$ cat config.mk
export PLATFORM = sky130hd
export DESIGN_NAME = fuse_program_sequencer
export DESIGN_NICKNAME = d
export VERILOG_FILES = /design/src/core/fuse_prog_pkg.sv /design/src/core/fuse_program_sequencer.sv /design/src/core/fuse_delay_timer.sv
export SDC_FILE = /design/constraint.sdc
export NUM_CORES = 1
export LEC_CHECK = 0
export ABC_CLOCK_PERIOD_IN_PS = 3860
export BUFFER_PORTS_ARGS = -buffer_cell sky130_fd_sc_hd__buf_2
export CORE_MARGIN = 8
export CORE_UTILIZATION = 50
export DETAILED_ROUTE_END_ITERATION = 7
export PLACE_DENSITY_LB_ADDON = 0.25
export SYNTH_ARGS = -nofsm -noshare
export SYNTH_HDL_FRONTEND = slang
export SYNTH_SLANG_ARGS = --single-unit
$ cat constraint.sdc
create_clock -name core_clk_i -period 3.86 [get_ports core_clk_i]
set_clock_uncertainty 0.05 [all_clocks]
set_input_delay 0.965 -clock core_clk_i [delete_from_list [all_inputs] [get_ports core_clk_i]]
set_output_delay 0.965 -clock core_clk_i [all_outputs]
set_load 0.005 [all_outputs]
$ cat src/core/fuse_prog_pkg.sv
/*
  Constants for the fuse programming sequencer: address field layout, fuse kinds,
  timing figures and the cycle counts derived from them.
  Assumes a 100 MHz core clock.
*/
package fuse_prog_pkg;
  localparam int unsigned CLK_PERIOD_PS = 10000;

  // Address field layout
  localparam int unsigned ADDR_W     = 11;
  localparam int unsigned COMP_POS   = 0;
  localparam int unsigned PAIR_POS   = 1;
  localparam int unsigned PAIR_W     = 4;
  localparam int unsigned PROD_POS   = 5;
  localparam int unsigned PROD_W     = 3;
  localparam int unsigned EQN_POS    = 8;
  localparam int unsigned EQN_W      = 3;
  localparam int unsigned OUT_W      = 8;

  // Fuse kinds
  typedef enum logic [1:0] {
    KIND_ARRAY,
    KIND_POLARITY,
    KIND_SECURITY,
    KIND_VERIFY
  } fuse_kind_t;

  // Times in their own units
  localparam int unsigned POWERUP_DELAY_NS              = 500;
  localparam int unsigned ARRAY_SUPPLY_SETTLE_NS        = 400;
  localparam int unsigned ADDRESS_SETTLE_NS             = 400;
  localparam int unsigned PROGRAM_PULSE_WIDTH_MIN_US    = 10;
  localparam int unsigned PROGRAM_PULSE_WIDTH_MAX_US    = 30;
  localparam int unsigned VERIFY_DELAY_AFTER_PULSE_NS   = 500;
  localparam int unsigned VERIFY_DELAY_AFTER_ADDRESS_NS = 500;
  localparam int unsigned PULSE_LOW_HOLD_NS             = 400;
  localparam int unsigned POWER_ON_MAX_MS               = 5;
  localparam int unsigned DUTY_PERCENT                  = 20;
  localparam int unsigned RETRY_MAX                     = 15;

  // Cycle counts: least times round up
  localparam int unsigned POWERUP_CYC =
    (POWERUP_DELAY_NS * 1000 + CLK_PERIOD_PS - 1) / CLK_PERIOD_PS;
  localparam int unsigned ARRAY_SETTLE_CYC =
    (ARRAY_SUPPLY_SETTLE_NS * 1000 + CLK_PERIOD_PS - 1) / CLK_PERIOD_PS;
  localparam int unsigned ADDR_SETTLE_CYC =
    (ADDRESS_SETTLE_NS * 1000 + CLK_PERIOD_PS - 1) / CLK_PERIOD_PS;
  localparam int unsigned PULSE_CYC =
    (PROGRAM_PULSE_WIDTH_MIN_US * 1000000 + CLK_PERIOD_PS - 1) / CLK_PERIOD_PS;
  localparam int unsigned PULSE_MAX_CYC =
    (PROGRAM_PULSE_WIDTH_MAX_US * 1000000) / CLK_PERIOD_PS;
  localparam int unsigned VERIFY_PULSE_CYC =
    (VERIFY_DELAY_AFTER_PULSE_NS * 1000 + CLK_PERIOD_PS - 1) / CLK_PERIOD_PS;
  localparam int unsigned VERIFY_ADDR_CYC =
    (VERIFY_DELAY_AFTER_ADDRESS_NS * 1000 + CLK_PERIOD_PS - 1) / CLK_PERIOD_PS;
  localparam int unsigned PULSE_LOW_CYC =
    (PULSE_LOW_HOLD_NS * 1000 + CLK_PERIOD_PS - 1) / CLK_PERIOD_PS;
  // Longest time rounds down
  localparam int unsigned POWER_ON_MAX_CYC =
    (POWER_ON_MAX_MS * 1000000) / (CLK_PERIOD_PS / 1000);
  // Off time so that on time is at most the duty share
  localparam int unsigned OFF_FACTOR = (100 - DUTY_PERCENT) / DUTY_PERCENT;

  localparam int unsigned CNT_W = 32;
endpackage

$ cat src/core/fuse_program_sequencer.sv
/*
  Programmer-side sequencer for a one-time fuse logic array. Takes one fuse
  request at a time, steps the array and pulse programming supplies through the
  documented order, samples the verify output and retries on failure.
  Assumes external supply switches follow array_program_supply_o and
  pulse_program_supply_o (high = programming level) within one cycle, and that
  fuse_verify_out_i is an asynchronous pin.
*/
`timescale 1ns/1ps
module fuse_program_sequencer #(
  parameter int unsigned POWER_ON_MAX_CYC = fuse_prog_pkg::POWER_ON_MAX_CYC,
  parameter int unsigned PULSE_CYC        = fuse_prog_pkg::PULSE_CYC
) (
  input  wire logic                             core_clk_i,
  input  wire logic                             rst_n_i,
  input  wire logic                             req_valid_i,
  output logic                                  req_ready_o,
  input  wire fuse_prog_pkg::fuse_kind_t        req_kind_i,
  input  wire logic [fuse_prog_pkg::EQN_W-1:0]  req_eqn_i,
  input  wire logic [fuse_prog_pkg::PROD_W-1:0] req_prod_i,
  input  wire logic [fuse_prog_pkg::PAIR_W-1:0] req_pair_i,
  input  wire logic                             req_comp_i,
  input  wire logic [fuse_prog_pkg::OUT_W-1:0]  req_out_sel_i,
  output logic                                  done_o,
  output logic                                  pass_o,
  output logic                                  fail_o,
  output logic [3:0]                            retries_o,
  output logic                                  normal_power_o,
  output logic                                  array_program_supply_o,
  output logic                                  pulse_program_supply_o,
  output logic [fuse_prog_pkg::ADDR_W-1:0]      fuse_addr_o,
  output logic [fuse_prog_pkg::OUT_W-1:0]       out_pin_o,
  output logic [fuse_prog_pkg::OUT_W-1:0]       out_pin_oe_o,
  input  wire logic                             fuse_verify_out_i
);
  typedef enum logic [3:0] {
    ST_IDLE, ST_COOL, ST_POWERUP, ST_ADDR, ST_SETTLE, ST_PULSE,
    ST_PULSE_LOW, ST_SAMPLE, ST_FINISH
  } state_t;

  state_t                          state_q;
  fuse_prog_pkg::fuse_kind_t       kind_q;
  logic [3:0]                      retry_q;
  logic [fuse_prog_pkg::CNT_W-1:0] on_cnt_q;
  logic [fuse_prog_pkg::CNT_W-1:0] off_need_q;
  logic [2:0]                      ver_sync_q;
  logic                            ver_q;
  logic                            load;
  logic [fuse_prog_pkg::CNT_W-1:0] load_val;
  logic                            tmr_done;
  logic                            open_seen;

  fuse_delay_timer #(
    .WIDTH (fuse_prog_pkg::CNT_W)
  ) u_timer (
    .core_clk_i (core_clk_i),
    .rst_n_i    (rst_n_i),
    .load_i     (load),
    .value_i    (load_val),
    .done_o     (tmr_done)
  );

  // Verify pin synchroniser; change accepted when stages two and three agree
  always_ff @(posedge core_clk_i) begin
    if (!rst_n_i) begin
      ver_sync_q <= 3'h7;
      ver_q      <= 1'b1;
    end else begin
      ver_sync_q <= {ver_sync_q[1:0], fuse_verify_out_i};
      if (ver_sync_q[1] == ver_sync_q[2]) begin
        ver_q <= ver_sync_q[2];
      end
    end
  end

  // Low verify level means open; security is confirmed by lost verification
  assign open_seen = (kind_q == fuse_prog_pkg::KIND_SECURITY) ? ver_q : !ver_q;

  assign req_ready_o = (state_q == ST_IDLE);

  // Timer loads on entry to each timed state
  always_comb begin
    load     = 1'b0;
    load_val = '0;
    case (state_q)
      ST_IDLE: begin
        if (req_valid_i) begin
          load     = 1'b1;
          load_val = off_need_q;
        end
      end
      ST_COOL: begin
        if (tmr_done) begin
          load     = 1'b1;
          load_val = fuse_prog_pkg::CNT_W'(fuse_prog_pkg::POWERUP_CYC);
        end
      end
      ST_POWERUP: begin
        if (tmr_done) begin
          load     = 1'b1;
          load_val = fuse_prog_pkg::CNT_W'(fuse_prog_pkg::ADDR_SETTLE_CYC);
        end
      end
      ST_ADDR: begin
        if (tmr_done) begin
          load     = 1'b1;
          load_val = (kind_q == fuse_prog_pkg::KIND_VERIFY) ?
                     fuse_prog_pkg::CNT_W'(fuse_prog_pkg::VERIFY_ADDR_CYC) :
                     fuse_prog_pkg::CNT_W'(fuse_prog_pkg::ARRAY_SETTLE_CYC);
        end
      end
      ST_SETTLE: begin
        if (tmr_done) begin
          load     = 1'b1;
          load_val = fuse_prog_pkg::CNT_W'(PULSE_CYC);
        end
      end
      ST_PULSE: begin
        if (tmr_done) begin
          load     = 1'b1;
          load_val = fuse_prog_pkg::CNT_W'(fuse_prog_pkg::VERIFY_PULSE_CYC);
        end
      end
      ST_SAMPLE: begin
        // Decide only once the verify delay after the pulse has run out
        if (tmr_done && !open_seen && retry_q != 4'(fuse_prog_pkg::RETRY_MAX) &&
            kind_q != fuse_prog_pkg::KIND_VERIFY &&
            on_cnt_q < fuse_prog_pkg::CNT_W'(POWER_ON_MAX_CYC)) begin
          load     = 1'b1;
          load_val = fuse_prog_pkg::CNT_W'(fuse_prog_pkg::PULSE_LOW_CYC);
        end
      end
      ST_PULSE_LOW: begin
        if (tmr_done) begin
          load     = 1'b1;
          load_val = fuse_prog_pkg::CNT_W'(PULSE_CYC);
        end
      end
      default: begin
        load     = 1'b0;
        load_val = '0;
      end
    endcase
  end

  // Sequence state
  always_ff @(posedge core_clk_i) begin
    if (!rst_n_i) begin
      state_q <= ST_IDLE;
    end else begin
      case (state_q)
        ST_IDLE:      if (req_valid_i) state_q <= ST_COOL;
        ST_COOL:      if (tmr_done) state_q <= ST_POWERUP;
        ST_POWERUP:   if (tmr_done) state_q <= ST_ADDR;
        ST_ADDR:      if (tmr_done) state_q <= (kind_q == fuse_prog_pkg::KIND_VERIFY) ?
                                               ST_PULSE : ST_SETTLE;
        ST_SETTLE:    if (tmr_done) state_q <= ST_PULSE;
        ST_PULSE:     if (tmr_done) state_q <= ST_SAMPLE;
        ST_SAMPLE:    if (tmr_done) state_q <= load ? ST_PULSE_LOW : ST_FINISH;
        ST_PULSE_LOW: if (tmr_done) state_q <= ST_PULSE;
        default:      state_q <= ST_IDLE;
      endcase
    end
  end

  // Request capture and retry count
  always_ff @(posedge core_clk_i) begin
    if (!rst_n_i) begin
      kind_q      <= fuse_prog_pkg::KIND_ARRAY;
      fuse_addr_o <= '0;
      out_pin_o   <= '0;
      retry_q     <= 4'h0;
    end else if (state_q == ST_IDLE && req_valid_i) begin
      kind_q      <= req_kind_i;
      retry_q     <= 4'h0;
      fuse_addr_o <= {req_eqn_i, req_prod_i, req_pair_i, req_comp_i};
      case (req_kind_i)
        fuse_prog_pkg::KIND_POLARITY: out_pin_o <= req_out_sel_i;
        fuse_prog_pkg::KIND_SECURITY: out_pin_o <= '1;
        default:                      out_pin_o <= '0;
      endcase
    end else if (state_q == ST_SAMPLE && load) begin
      retry_q <= retry_q + 4'h1;
    end
  end

  // Pin drive: supplies in order, output pins enabled in every active state, driven high only for their fuses
  always_ff @(posedge core_clk_i) begin
    if (!rst_n_i) begin
      normal_power_o         <= 1'b0;
      array_program_supply_o <= 1'b0;
      pulse_program_supply_o <= 1'b0;
      out_pin_oe_o           <= '0;
    end else begin
      normal_power_o         <= !(state_q inside {ST_IDLE, ST_COOL, ST_FINISH});
      array_program_supply_o <= state_q inside {ST_ADDR, ST_SETTLE, ST_PULSE,
                                                ST_PULSE_LOW, ST_SAMPLE} &&
                                !(state_q == ST_ADDR && !tmr_done);
      pulse_program_supply_o <= (state_q == ST_SETTLE && tmr_done) ||
                                (state_q == ST_PULSE_LOW && tmr_done) ||
                                (state_q == ST_PULSE && kind_q != fuse_prog_pkg::KIND_VERIFY &&
                                 !tmr_done);
      // Drive low on array work so nothing relies on the internal pull-down
      out_pin_oe_o <= (state_q inside {ST_IDLE, ST_COOL, ST_FINISH}) ? '0 : '1;
    end
  end

  // Power-on budget and cooldown to keep the duty share
  always_ff @(posedge core_clk_i) begin
    if (!rst_n_i) begin
      on_cnt_q   <= '0;
      off_need_q <= '0;
    end else if (state_q == ST_IDLE && req_valid_i) begin
      on_cnt_q <= '0;
    end else if (normal_power_o) begin
      on_cnt_q   <= on_cnt_q + fuse_prog_pkg::CNT_W'(1);
      off_need_q <= (on_cnt_q + fuse_prog_pkg::CNT_W'(1)) *
                    fuse_prog_pkg::CNT_W'(fuse_prog_pkg::OFF_FACTOR);
    end
  end

  // Result
  always_ff @(posedge core_clk_i) begin
    if (!rst_n_i) begin
      done_o    <= 1'b0;
      pass_o    <= 1'b0;
      fail_o    <= 1'b0;
      retries_o <= 4'h0;
    end else begin
      done_o <= (state_q == ST_SAMPLE) && tmr_done && !load;
      if (state_q == ST_SAMPLE && tmr_done && !load) begin
        pass_o    <= open_seen;
        fail_o    <= !open_seen;
        retries_o <= retry_q;
      end
    end
  end
endmodule // fuse_program_sequencer

$ cat src/core/fuse_delay_timer.sv
/*
  Load-and-count-down timer used by the sequencer for every timed step.
  Assumes the load value is stable for the cycle in which load_i is high.
*/
`timescale 1ns/1ps
module fuse_delay_timer #(
  parameter int unsigned WIDTH = 32
) (
  input  wire logic             core_clk_i,
  input  wire logic             rst_n_i,
  input  wire logic             load_i,
  input  wire logic [WIDTH-1:0] value_i,
  output logic                  done_o
);
  logic [WIDTH-1:0] count_q;

  always_ff @(posedge core_clk_i) begin
    if (!rst_n_i) begin
      count_q <= '0;
    end else if (load_i) begin
      count_q <= value_i;
    end else if (count_q != '0) begin
      count_q <= count_q - WIDTH'(1);
    end
  end

  // Depends on the count only, so load logic may read it without a loop
  assign done_o = (count_q == '0);
endmodule // fuse_delay_timer

==> metrics <==
# H-tree levels=4; largest net degree at the start of global routing=58; Routed Wire Length=15,700 um; dominant synthesized flop cell=dfxtp_1; post-synth top area share=41.8%; number of global-route vias before repair=5,341; pwr dens=707 mW/mm2; clock tree sinks=137; worst path bufs/invs=0; Post-CTS Resized=0; nets@finish=863; Crit path largest cell delay=0.64 ns; TritonCTS Buffers=17; initial antenna violation count=0; Fmax=0.332 GHz; Post-CTS Setup Bufs=0; peak supply drop=0.384 mV; CTS root buffer=clkbuf_16; crit-path most repeated cell=or4_4; crit path max-delay cell type=or4_4; clock transition at the registers of the reported paths=0.06 ns; crit path cell chain=or4_1 > or4_4 > or4_4 > nor3_4 > mux2i_1 > nor2_1; deepest clock path buffer count=2; Worst EP arrival=3.25 ns; Synth Area per Inst=8.20 um2; final hold vios=0; gpl congestion=0.840; Post-synth EDFFs=0; RSZ-0062 raised after global routing=no; DRC Markers=0; Max-Cap Viols=0; worst hold path depth=1; GRT Total Usage=19.2%; Setup CP Type=flop to flop; Reg2Reg Capture Point=retries_o[1]$_SDFFE_PN0P_; Worst Path Required=4.09 ns; Worst Max-Slew Pin Slew=0.869 ns; CTS tree=built; worst setup margin=0.845 ns; gr ovfl total=0; setup TNS=0 ns; area grow syn2layout=13.6%; # diodes=0; DRT antenna net count=0; Post-Syn Nets=832; CP Capture Type=flop; Final Total Pwr=0.00528 W; drt first pass iters=5; most common cell in the synthesized netlist=dfxtp_1; hold_sp=ver_sync_q[0]$_SDFF_PN1_; Mapped Cells=801; Commonest cells post-synth=dfxtp_1 (137), nor2_1 (109), nand2_1 (86), a21oi_1 (53), xnor2_1 (50); IO Port Bufs=62; initial core utilization=50.4%; first-pass GRT wire length=26,000 um; CP Launch Type=flop; outcome=complete, no violations; number of warning messages in the yosys log=0; Cell Rows=42; worst reg2reg path depth=6; die height=131 um; r2r setup slk=0.85 ns; crit-path max FO=9; mapped cell area=0.00657 mm2; post-synthesis sequential area ratio=41.8%; area leader, netlist=dfxtp_1; placed cell area=0.00691 mm2; pre-CTS setup slack=0.866 ns; DR vias/cell=5.53; Synth Register Bits=137; Hold Buf Count CTS=0; wire per inst=15.4 um; dpl hpwl=11,100 um; endpoints failing setup=0; FFs w/ async S/R, synth=0%; WHS Endpoint=ver_sync_q[1]$_SDFF_PN1_; total number of vias=5,641; design area=0.00746 mm2; Slew HR=41.8%; # fillers=1,216; post-route clock period utilization=78.1%; reg2reg start=u_timer.count_q[4]$_SDFFE_PN0P_; type of the worst min-delay path=flop to flop; Leak Pwr=2.72 nW; Worst path depth=6; Area contributors post-synth=dfxtp_1 (42%), xnor2_1 (6.7%), nor2_1 (6.2%); Initial DRC Count=399; die width=131 um; crit-path leading delay family=simple AND/OR/NAND/NOR gates; # IOs=63; Synth cell types=53; Skew-Pair Late Insertion Delay=0.41 ns; fin util=57.3%; Core Region=0.0130 mm2; die area=0.0171 mm2; Tmin final=3.01 ns; fin. max-slew vios=0; share of cells above drive strength 1=14.2%
==> flip-flops by register name (all words and copies together) (netlist names) <==
signal                  cells
retry_q                     4
retries_o                   4
done_o                      1
out_pin_o                   8
on_cnt_q                   32
ver_sync_q                  3
u_timer.count_q            32
array_program_supply_o      1
fail_o                      1
ver_q                       1
out_pin_oe_o                1
pass_o                      1
state_q                     4
pulse_program_supply_o      1
fuse_addr_o                11
kind_q                      2
off_need_q                 30
==> cells in the final DEF (no fill, tap or decap), drive strengths merged, types with 4 or more instances in the layout <==
| cell | synthesis | routed |
|---|---|---|
| a21oi | 53 | 53 |
| and3 | 10 | 10 |
| inv | 10 | 10 |
| clkinv | 1 | 7 |
| nand2b | 6 | 6 |
| or3 | 10 | 10 |
| clkbuf | 44 | 23 |
| nand4 | 14 | 14 |
| nand3 | 34 | 34 |
| and2 | 8 | 8 |
| a211oi | 19 | 19 |
| a31oi | 4 | 4 |
| nor4 | 14 | 14 |
| ha | 6 | 6 |
| nor3 | 21 | 21 |
| mux2i | 8 | 8 |
| nand2 | 86 | 86 |
| xnor2 | 50 | 50 |
| or4 | 7 | 7 |
| buf | 18 | 76 |
| xor2 | 36 | 36 |
| a22oi | 18 | 18 |
| nor2 | 109 | 109 |
| dfxtp | 137 | 137 |
| o21ai | 34 | 34 |
| nand3b | 7 | 7 |
==> routing by layer <==
layer	GRT usage, %	wire [um]
met1	23.7	7250
met2	31.6	7290
met3	4.71	908
met4	7.43	238
met5	0	0
==> per-stage QoR <==
stage,instances,hold WS [ns]
2_1_floorplan,801,0.336
3_3_place_gp,989,0.380
3_5_place_dp,989,0.395
4_1_cts,1020,0.404
5_1_grt,1020,0.420
6_report,1020,0.400
==> final cells by class <==
class                           instances  area, um2  share of cell area [%]
Inverter                               11       41.3                   0.553
Tap cell                              176        220                    2.95
Clock inverter                          8       71.3                   0.956
Multi-Input combinational cell        589       3490                    46.8
Clock buffer                           23        478                    6.41
Timing Repair Buffer                   76        415                    5.57
Sequential cell                       137       2740                    36.8
==> how the worst max path moves through the flow <==
stage	startpoint	end
after global placement	u_timer.count_q[4]$_SDFFE_PN0P_	retries_o[3]$_SDFFE_PN0P_
after floorplan	u_timer.count_q[9]$_SDFFE_PN0P_	retries_o[0]$_SDFFE_PN0P_
after CTS	u_timer.count_q[4]$_SDFFE_PN0P_	pass_o$_SDFFE_PN0P_
final	u_timer.count_q[4]$_SDFFE_PN0P_	retries_o[1]$_SDFFE_PN0P_
after detailed placement	u_timer.count_q[4]$_SDFFE_PN0P_	pass_o$_SDFFE_PN0P_
after global routing	u_timer.count_q[4]$_SDFFE_PN0P_	pass_o$_SDFFE_PN0P_
==> where the power goes <==
| group | switching [W] | leakage [nW] | internal [W] |
|---|---|---|---|
| clock | 0.000576 | 0.273 | 0.000928 |
| combinational | 0.00116 | 1.34 | 0.000809 |
| sequential | 0.000191 | 1.11 | 0.00161 |
| total | 0.00193 | 2.72 | 0.00335 |
==> kinds of logic after synthesis <==
family / after synthesis / synth area share, %
simple gates: 343 / 25.3
xor+xnor: 86 / 11.5
buf+inv: 75 / 5.37
mux: 8 / 1.22
fa+ha+maj: 6 / 1.14
compound gates: 146 / 13.8
flops: 137 / 41.8
==> worst reg2reg max path, stage by stage (launching register included) <==
cell	delay (ns)
dfxtp_1	0.35
or4_1	0.62
or4_4	0.49
or4_4	0.64
nor3_4	0.42
mux2i_1	0.25
nor2_1	0.06
Power figures use the tool's default switching activity.
